### src/inc/tkd_regs.svh
// Overview of operation
// - Each key output high while active, independent.
// - Report only after six consecutive touch bursts.
// - Stuck key times out, recalibrates, drops output unless in toggle mode.
// - After release and delay, recalibrate again.
// - Max on-duration selects 10s, 60s or infinite.
// - Toggle mode only with 10s on-duration.
// - Fast 40ms or slow 110ms response mode.
// - Spread spectrum and external sync never together.
// - Slow sync mode bursts start on sync fall.
// - Spread varies burst rate about centre, rising.
// - First bursts after reset set each baseline.
// - Baseline drifts slowly toward signal, about 30s.
// - Ready to detect within about 180ms after reset, or after four sync falls in sync mode.
// - Default fast, spread, normal output, 10s.
// - Each LED follows its key output directly.
`ifndef TKD_REGS_SVH
`define TKD_REGS_SVH
`define TKD_CLK_HZ        100000000
`define TKD_FAST_RESP_MS  40
`define TKD_SLOW_RESP_MS  110
`define TKD_DET_COUNT     6
`define TKD_ON_SHORT_S    10
`define TKD_ON_LONG_S     60
`define TKD_RELEASE_S     3
`define TKD_DRIFT_S       30
`define TKD_READY_MS      180
`define TKD_RESET_MIN_MS  1
`define TKD_SPREAD_PCT    7
`define TKD_CAL_BURSTS    4
// Mode codes: 00 fast+spread, 01 fast, 10 slow, 11 slow+sync
`define TKD_MODE_FAST_SS  2'h0
`define TKD_MODE_FAST     2'h1
`define TKD_MODE_SLOW     2'h2
`define TKD_MODE_SYNC     2'h3
// On-duration codes: 00 10s, 01 60s, 10 infinite, 11 toggle+10s
`define TKD_DUR_10        2'h0
`define TKD_DUR_60        2'h1
`define TKD_DUR_INF       2'h2
`define TKD_DUR_TOGGLE    2'h3
`endif

### src/inc/tkd_pkg.sv
package tkd_pkg;
    // Per-key life cycle
    typedef enum logic [2:0] {
        TKD_CAL    = 3'b000,
        TKD_IDLE   = 3'b001,
        TKD_DET    = 3'b010,
        TKD_STUCK  = 3'b011,
        TKD_RECAL2 = 3'b100
    } tkd_key_e;
endpackage

### src/hw/tkd_sync2.sv
`timescale 1ns/10ps
`default_nettype none
module tkd_sync2
    import tkd_pkg::*;
#(
    parameter int W = 1
) (
    // Clock and reset
    input  wire logic         mclk,
    input  wire logic         resetn,
    // Data
    input  wire logic [W-1:0] d,
    output logic      [W-1:0] q
);
    logic [W-1:0] s1;  // First stage, read only by q
    logic [W-1:0] next_s1;
    logic [W-1:0] next_q;

    // ----------------------------------------
    // Two-stage pin synchroniser
    // ----------------------------------------
    always_comb begin
        next_s1 = resetn ? d : '0;
        next_q  = resetn ? s1 : '0;
    end

    always_ff @(posedge mclk) begin
        s1 <= next_s1;
        q  <= next_q;
    end
endmodule
`default_nettype wire

### src/hw/tkd_key.sv
`timescale 1ns/10ps
`default_nettype none
`include "tkd_regs.svh"
module tkd_key
    import tkd_pkg::*;
#(
    parameter int SW        = 16,
    parameter int BURST_CNT = 6,
    parameter int TW        = 16
) (
    // Clock and reset
    input  wire logic          mclk,
    input  wire logic          resetn,
    // Burst results
    input  wire logic          burst_done,
    input  wire logic [SW-1:0] sample,
    input  wire logic [SW-1:0] threshold,
    // Timing ticks and limits in bursts
    input  wire logic          drift_tick,
    input  wire logic [TW-1:0] on_limit,
    input  wire logic          on_inf,
    input  wire logic [TW-1:0] rel_limit,
    input  wire logic          toggle_mode,
    // Status
    output logic               key_out,
    output logic               stuck,
    output logic               cal_done
);
    initial begin
        // The integrator is three bits wide
        if (BURST_CNT < 1 || BURST_CNT > 8 || SW < 2 || TW < 2) $error("tkd_key bad params");
    end

    tkd_key_e      st, next_st;            // Key state
    logic [SW-1:0] base, next_base;        // Baseline reference
    logic [2:0]    integ, next_integ;      // Detect integrator
    logic [TW-1:0] tmr, next_tmr;          // On or release timer
    logic [2:0]    calc, next_calc;        // Calibration burst count
    logic          outq, next_outq;
    logic          touch;

    // Touch when the signal falls below baseline by the threshold
    assign touch    = (base > sample) && ((base - sample) >= threshold);
    assign key_out  = outq;
    assign stuck    = (st == TKD_STUCK);
    assign cal_done = (st != TKD_CAL);

    // ----------------------------------------
    // Next-state logic
    // ----------------------------------------
    always_comb begin
        next_st    = st;
        next_base  = base;
        next_integ = integ;
        next_tmr   = tmr;
        next_calc  = calc;
        next_outq  = outq;
        if (burst_done) begin
            case (st)
                TKD_CAL: begin
                    next_base = sample;
                    next_calc = calc + 3'h1;
                    if (calc == 3'(`TKD_CAL_BURSTS - 1)) begin
                        next_st = TKD_IDLE;
                    end
                end
                TKD_IDLE: begin
                    if (touch) begin
                        next_integ = integ + 3'h1;
                        if (integ == 3'(BURST_CNT - 1)) begin
                            next_st    = TKD_DET;
                            next_tmr   = '0;
                            next_integ = '0;
                            next_outq  = toggle_mode ? ~outq : 1'b1;
                        end
                    end else begin
                        next_integ = '0;
                        if (drift_tick && base != sample) begin
                            next_base = (sample > base) ? base + 1'b1 : base - 1'b1;
                        end
                    end
                end
                TKD_DET: begin
                    if (!touch) begin
                        next_st = TKD_IDLE;
                        if (!toggle_mode) next_outq = 1'b0;
                    end else if (!on_inf && tmr >= on_limit) begin
                        next_st   = TKD_STUCK;
                        next_base = sample;
                        next_outq = toggle_mode ? outq : 1'b0;
                        next_tmr  = '0;
                    end else begin
                        next_tmr = tmr + 1'b1;
                    end
                end
                TKD_STUCK: begin
                    next_base = sample;
                    next_tmr  = '0;
                    // Release seen as signal rising well above baseline
                    if ((sample > base) && ((sample - base) >= threshold)) begin
                        next_st = TKD_RECAL2;
                    end
                end
                TKD_RECAL2: begin
                    next_tmr = tmr + 1'b1;
                    if (tmr >= rel_limit) begin
                        next_base = sample;
                        next_st   = TKD_IDLE;
                        next_integ = '0;
                    end
                end
                default: next_st = TKD_CAL;
            endcase
        end
        if (!resetn) begin
            next_st    = TKD_CAL;
            next_base  = '0;
            next_integ = '0;
            next_tmr   = '0;
            next_calc  = '0;
            next_outq  = 1'b0;
        end
    end

    always_ff @(posedge mclk) begin
        st    <= next_st;
        base  <= next_base;
        integ <= next_integ;
        tmr   <= next_tmr;
        calc  <= next_calc;
        outq  <= next_outq;
    end
endmodule
`default_nettype wire

### src/hw/tkd_top.sv
`timescale 1ns/10ps
`default_nettype none
`include "tkd_regs.svh"
module tkd_top
    import tkd_pkg::*;
#(
    parameter int NKEY     = 4,
    parameter int SW       = 16,
    parameter int CLK_HZ   = `TKD_CLK_HZ,
    // Cycles between burst starts at the centre rate
    parameter int FAST_PER = (`TKD_CLK_HZ / 1000) * `TKD_FAST_RESP_MS / `TKD_DET_COUNT,
    parameter int SLOW_PER = (`TKD_CLK_HZ / 1000) * `TKD_SLOW_RESP_MS / `TKD_DET_COUNT,
    // Drift step spacing, in cycles
    parameter int DRIFT_PER = (`TKD_CLK_HZ / 1000) * 100
) (
    // Clock and reset
    input  wire logic                 mclk,
    input  wire logic                 resetn,
    // Configuration straps, default 00/00
    input  wire logic [1:0]           mode_sel,
    input  wire logic [1:0]           dur_sel,
    // External burst sync pin, falling edge
    input  wire logic                 sync_in,
    // Measured burst results from the analog front end
    input  wire logic [NKEY*SW-1:0]   sample,
    input  wire logic [SW-1:0]        threshold,
    // Burst control toward the front end
    output logic                      burst_start,
    output logic [7:0]                spread_ramp,
    // Key outputs and status
    output logic [NKEY-1:0]           key_out,
    output logic [NKEY-1:0]           led_out,
    output logic [NKEY-1:0]           key_stuck,
    output logic                      ready
);
    localparam int TW  = 16;
    localparam int PW  = 32;
    // Bursts per second follow the real clock and burst period, so a
    // changed period leaves the on and release timeouts the same length in seconds
    localparam int FAST_BPS = CLK_HZ / FAST_PER;
    localparam int SLOW_BPS = CLK_HZ / SLOW_PER;

    initial begin
        if (NKEY < 1 || FAST_PER < 16 || SLOW_PER < 16 || DRIFT_PER < 1)
            $error("tkd_top bad params");
        // Timeout limits must be non-zero and fit the burst timer
        if (CLK_HZ < SLOW_PER || FAST_BPS * `TKD_ON_LONG_S >= 2**TW)
            $error("tkd_top bad clock rate");
    end

    // ----------------------------------------
    // Pin synchronisers
    // ----------------------------------------
    logic [4:0] pins_s;
    tkd_sync2 #(.W(5)) u_sync (
        .mclk   (mclk),
        .resetn (resetn),
        .d      ({sync_in, mode_sel, dur_sel}),
        .q      (pins_s)
    );

    // ----------------------------------------
    // Strap capture after reset release
    // ----------------------------------------
    logic [1:0] mode, next_mode;       // Captured burst mode
    logic [1:0] dur, next_dur;         // Captured on-duration
    logic [1:0] cap_cnt, next_cap_cnt; // Delay until sync chain filled
    logic       sync_d, next_sync_d;   // Previous synced sync level

    // Capture straps once synchroniser is primed
    always_comb begin
        next_mode    = mode;
        next_dur     = dur;
        next_cap_cnt = cap_cnt;
        // Hold the idle level while the synchroniser refills after reset,
        // so a pin already low when the straps are captured is seen as a falling edge
        next_sync_d  = pins_s[4] | (cap_cnt != 2'h3);
        if (cap_cnt != 2'h3) begin
            next_cap_cnt = cap_cnt + 2'h1;
            if (cap_cnt == 2'h2) begin
                next_mode = pins_s[3:2];
                next_dur  = pins_s[1:0];
            end
        end
        if (!resetn) begin
            next_mode    = `TKD_MODE_FAST_SS;
            next_dur     = `TKD_DUR_10;
            next_cap_cnt = 2'h0;
            next_sync_d  = 1'b1;
        end
    end

    always_ff @(posedge mclk) begin
        mode    <= next_mode;
        dur     <= next_dur;
        cap_cnt <= next_cap_cnt;
        sync_d  <= next_sync_d;
    end

    // spread only in fast, sync only in slow
    logic is_slow, ss_en, sync_en, sync_fall;
    assign is_slow   = mode[1];
    assign ss_en     = (mode == `TKD_MODE_FAST_SS);
    assign sync_en   = (mode == `TKD_MODE_SYNC);
    assign sync_fall = sync_d & ~pins_s[4];

    // ----------------------------------------
    // Burst scheduler with spread ramp
    // ----------------------------------------
    logic [PW-1:0] bcnt, next_bcnt;         // Burst period counter
    logic [7:0]    ramp, next_ramp;         // Sawtooth spread ramp
    logic          bstart, next_bstart;
    logic [PW-1:0] base_per, per;
    logic [PW-1:0] swing;

    assign base_per = is_slow ? PW'(SLOW_PER) : PW'(FAST_PER);
    assign swing = (base_per * PW'(`TKD_SPREAD_PCT)) / PW'(100);
    always_comb begin
        per = base_per;
        if (ss_en) begin
            per = base_per + swing - ((swing * PW'(ramp)) >> 7);
        end
    end

    // Burst launch timing
    always_comb begin
        next_bcnt   = bcnt + 1'b1;
        next_ramp   = ramp;
        next_bstart = 1'b0;
        if (sync_en) begin
            next_bcnt = '0;
            next_bstart = sync_fall;
        end else if (bcnt >= per - 1'b1) begin
            next_bcnt   = '0;
            next_bstart = 1'b1;
            next_ramp   = ss_en ? ramp + 8'h01 : 8'h00;
        end
        if (!resetn) begin
            next_bcnt   = '0;
            next_ramp   = 8'h00;
            next_bstart = 1'b0;
        end
    end

    always_ff @(posedge mclk) begin
        bcnt   <= next_bcnt;
        ramp   <= next_ramp;
        bstart <= next_bstart;
    end

    assign burst_start = bstart;
    assign spread_ramp = ramp;

    // ----------------------------------------
    // Drift tick generator
    // ----------------------------------------
    logic [PW-1:0] dcnt, next_dcnt;
    logic          dtick, next_dtick;

    always_comb begin
        next_dtick = 1'b0;
        next_dcnt  = dcnt + 1'b1;
        if (dcnt >= PW'(DRIFT_PER - 1)) begin
            next_dcnt  = '0;
            next_dtick = 1'b1;
        end
        if (!resetn) begin
            next_dcnt  = '0;
            next_dtick = 1'b0;
        end
    end

    always_ff @(posedge mclk) begin
        dcnt  <= next_dcnt;
        dtick <= next_dtick;
    end

    // ----------------------------------------
    // Timeout limits in bursts
    // ----------------------------------------
    logic [TW-1:0] on_limit, rel_limit;
    logic          on_inf, toggle_mode;
    logic [TW-1:0] bps;

    assign bps = is_slow ? TW'(SLOW_BPS) : TW'(FAST_BPS);
    always_comb begin
        case (dur)
            `TKD_DUR_60: on_limit = TW'(bps * TW'(`TKD_ON_LONG_S));
            default:     on_limit = TW'(bps * TW'(`TKD_ON_SHORT_S));
        endcase
    end
    assign on_inf      = (dur == `TKD_DUR_INF);
    assign toggle_mode = (dur == `TKD_DUR_TOGGLE);
    assign rel_limit   = TW'(bps * TW'(`TKD_RELEASE_S));

    // ----------------------------------------
    // Per-key detectors
    // ----------------------------------------
    logic [NKEY-1:0] cal_done;
    genvar k;
    generate
        for (k = 0; k < NKEY; k++) begin : g_key
            tkd_key #(.SW(SW), .BURST_CNT(`TKD_DET_COUNT), .TW(TW)) u_key (
                .mclk        (mclk),
                .resetn      (resetn),
                .burst_done  (bstart),
                .sample      (sample[k*SW +: SW]),
                .threshold   (threshold),
                .drift_tick  (dtick),
                .on_limit    (on_limit),
                .on_inf      (on_inf),
                .rel_limit   (rel_limit),
                .toggle_mode (toggle_mode),
                .key_out     (key_out[k]),
                .stuck       (key_stuck[k]),
                .cal_done    (cal_done[k])
            );
        end
    endgenerate

    assign led_out = key_out;
    assign ready = &cal_done;
endmodule
`default_nettype wire

### config.mk
export PLATFORM = sky130hd
export DESIGN_NAME = tkd_top
export DESIGN_NICKNAME = d
export VERILOG_FILES = /design/src/inc/tkd_pkg.sv /design/src/hw/tkd_sync2.sv /design/src/hw/tkd_key.sv /design/src/hw/tkd_top.sv
export VERILOG_INCLUDE_DIRS = /design/src /design/src/inc
export SDC_FILE = /design/constraint.sdc
export NUM_CORES = 1
export LEC_CHECK = 0
export ABC_AREA = 1
export BUFFER_PORTS_ARGS = -buffer_cell sky130_fd_sc_hd__buf_4
export CORE_AREA = 4 4 232 234
export CTS_CLUSTER_SIZE = 16
export DETAILED_ROUTE_END_ITERATION = 12
export DIE_AREA = 0 0 236 238
export GPL_ROUTABILITY_DRIVEN = 0
export PLACE_DENSITY = 0.86
export SYNTH_ARGS = -nofsm -noshare
export SYNTH_HDL_FRONTEND = slang
export SYNTH_SLANG_ARGS = --single-unit
export TNS_END_PERCENT = 20
### constraint.sdc
create_clock -name mclk -period 11.1 [get_ports mclk]
set_clock_uncertainty 0.05 [all_clocks]
set_input_delay 0.555 -clock mclk [delete_from_list [all_inputs] [get_ports mclk]]
set_output_delay 0.555 -clock mclk [all_outputs]
set_load 0.01 [all_outputs]
==> results by group <==
Finish
  • Layout net count: 5,470
  • # diodes: 0
  • Non-filler cells, final: approximately 5.5k
  • Layout cells sized above 1: 0.06316
  • Util after Layout: 0.6589
  • Area Growth Syn to Fin: 7.330%

Logic synthesis
  • Ranking of synthesized cells by area: ha_1, dfxtp_1, nand2_1
  • Syn Inst Count: 4,762
  • Dominant cell type by area after synthesis: ha_1
  • Post-synth ARST share: 0
  • Cell area after synthesis: about 0.032 sq mm
  • Count of cell types in the netlist: a little under 70
  • Seq cells post-synth: 259
  • Top_reg_cell synth: dfxtp_1
  • Synth warn: 0
  • Register area share after synthesis: 0.1624
  • Top-count cell post-synth: nand2_1
  • Avg Synthesized Cell Area: 6.707 sq um
  • Area share of the largest cell type after synthesis: 0.2022
  • Post-synth EDFFs: 0
  • Post-synth top cells: nand2_1, inv_1, ha_1

Critical path
  • Highest cell delay on the worst timing path: approximately 0.49 ns
  • Setup crit end kind: register
  • CP Launch Type: register
  • CP most frequent cell: nand2_1
  • Path depth of the worst reg2reg path: 46
  • CP max FO: 32
  • Crit path max-delay cell type: dfxtp_2
  • Worst Path Class, Setup: register to register
  • Required time of the critical path: 11.51 ns
  • Crit path DAT: 9.64 ns

Timing
  • RSZ-0062 raised after global routing: false
  • Final Hold Viols: 0
  • Worst slew pin tran: around 1 ns
  • Slew HR: 0.3408
  • Part of the cycle the worst path needs: 0.8312
  • Crit path time final: 9.226 ns
  • Max-slew violations: 0
  • Fin Setup TNS: 0 ns
  • FMAX: 0.1084 GHz
  • Setup violations, final: 0

Die
  • Core area: 0.05202 sq mm
  • Initial Utilization: 0.6139
  • Rows: 84
  • Die width: approximately 240 um
  • DIE HEIGHT: 238 um
  • I/O pin cnt: 109
  • Area of the die: 0.05617 sq mm

Clock tree
  • # hold bufs at CTS: 0
  • H-tree levels: 2
  • TritonCTS Buffers: 35
  • Clock root cell: clkbuf_16
  • PostCTS Resize Cnt: 0
  • Post-CTS Setup Bufs: 0
  • Skew-Pair Late Insertion Delay: 0.54 ns
  • Clk slew on worst S/H paths: 0.06 ns
  • Clock Tree Buf Depth: 3
  • CTS sink cnt: 259
  • TritonCTS clock tree: done

Power and ir drop
  • Maximum vdd drop: 0.1135 mV
  • Power Density: 85.10 mW/mm^2
  • Pleak: 16.82 nW

Drt
  • Via Count: 31.50k
  • Post-route antenna net violation count: 0
  • Detailed Route WL: 83.19 mm
  • 1st-iter DRT viols: between 2k and 3k
  • DR pass1 iterations: 9
  • Vias per std cell: 5.709
  • Residual DRC count: 0
  • Routed len/inst: 15.08 um

Global routing
  • Largest net degree at the start of global routing: 73
  • GR Util All Layers: 0.2862
  • Grt total ovfl: 0
  • Initial antenna violation count: 0
  • Vias in the first global route: between 20k and 30k
  • First-pass GRT wire length: 138.9 mm

Place
  • Hpwl dp: 65.03 mm
  • Placed Cells: around 5.5k
  • # port buffers: 108

Min path
  • Hold Crit Depth: 3
  • Worst min path class: primary input to register

Status
  • Status: complete, no violations

Flow run
  • Max_cap viols: 0
==> cell families (layout without fill, tap and decap cells) <==
| kind of cell | Yosys count | count (layout) | synth area share |
|---|---|---|---|
| adders and majority gates | 579 | 579 | 0.2416 |
| xor gates and xnor gates | 243 | 243 | 0.06664 |
| buffers and inverters | 897 | 952 | 0.1106 |
| DFF | 259 | 259 | 0.1624 |
| and+or+nand+nor | 1862 | 1862 | 0.2565 |
| other | 2 | 14 | 0.0002352 |
| AOI/OAI and AO/OA | 918 | 918 | 0.1615 |
| muxes | 2 | 2 | 0.0006269 |
==> routing by layer <==
| layer | global-route usage | part of all wire | vias up | routed length [um] |
|---|---|---|---|---|
| li1 | - | - | 15730 | - |
| met1 | 0.3769 | 0.44 | 14310 | 36340 |
| met2 | 0.4732 | 0.45 | 1205 | 37410 |
| met3 | 0.04785 | 0.074 | 259 | 6146 |
| met4 | 0.1093 | 0.040 | 0 | 3295 |
| met5 | 0 | 0 | - | 0 |
==> flip-flops by register name, indices dropped and copies added, names as in the netlist, 2 cells and up <==
signal and cells:
g_key.u_key.calc 12, g_key.u_key.tmr 64, spread_ramp 8, mode 2, g_key.u_key.integ 12, g_key.u_key.st 12, g_key.u_key.base 64, u_sync.q 5
g_key.u_key.key_out 4, dur 2, u_sync.s1 5, dcnt 32, bcnt 32, cap_cnt 2
==> critical path: cells and delay by family (launching register included) <==
family	cells	cell delay, ns
AND/OR/NAND/NOR	20	2.80
adder cells (fa/ha/maj)	6	2.12
AO/OA/AOI/OAI	10	1.89
buffers and inverters	8	1.21
XOR/XNOR	2	0.54
flip-flops	1	0.49
==> cell type report <==
type,instances,area (sq um)
clock buffers,46,957.2
clock inverters,16,210.2
fillers,4502,17750
inverters,771,2899
multi-input cells,3618,23270
flip-flops and latches,259,5186
well taps,688,860.8
repair buffers,119,893.4
==> power breakdown <==
group	total [mW]	internal (mW)	switching, mW
logic	0.800	0.284	0.516
registers	0.954	0.941	0.0137
clock network	1.16	0.706	0.456
total	2.92	1.93	0.986
==> worst paths after layout <==
kind / startpoint / end / slack [ns]
worst max register to register: mode[1] / spread_ramp[2] / 1.87
worst max-delay path: mode[1] / spread_ramp[2] / 1.87
worst min register to register: u_sync.s1[4] / u_sync.q[4] / 0.36
worst min-delay path: mode_sel[0] / u_sync.s1[2] / 0.16
==> cell usage in the layout (no fill, tap or decap), types with 10 or more instances in the layout <==
cell type | Yosys | final
o211ai_1 | 14 | 14
or2_2 | 11 | 11
dfxtp_1 | 259 | 258
o21ai_1 | 10 | 10
a21o_1 | 21 | 21
a21boi_0 | 13 | 13
buf_4 | 19 | 119
nor3_1 | 80 | 79
nor3b_1 | 13 | 13
fa_1 | 63 | 63
nor2_1 | 416 | 416
a31oi_1 | 17 | 17
xor2_1 | 198 | 198
o221ai_1 | 21 | 21
ha_1 | 516 | 516
inv_1 | 744 | 744
nand2_1 | 911 | 911
xnor2_1 | 45 | 45
o21ai_0 | 258 | 258
nor4_1 | 35 | 35
nand4_1 | 60 | 60
o2111ai_1 | 15 | 15
a21oi_1 | 458 | 458
nand2_2 | 24 | 24
o21a_1 | 18 | 18
nand3_1 | 215 | 215
nand3b_1 | 27 | 27
inv_2 | 21 | 21
conb_1 | 2 | 14
clkbuf_16 | 0 | 35
a211oi_1 | 20 | 20
nor2_2 | 22 | 22
==> metrics by stage <==
| step | worst slack, ns | cell area [sq um] | hold slack, ns | power, mW |
|---|---|---|---|---|
| 2_1_floorplan | 2.416 | 31980 | 0.3405 | 1.548 |
| 3_3_place_gp | 2.339 | 33110 | 0.3485 | 1.728 |
| 3_5_place_dp | 2.078 | 33110 | 0.3503 | 1.753 |
| 4_1_cts | 2.013 | 34280 | 0.1243 | 2.923 |
| 5_1_grt | 0.9579 | 34280 | 0.1404 | 3.079 |
| 6_report | 1.874 | 34280 | 0.1557 | 2.917 |
(Power assumes the default switching activity.)
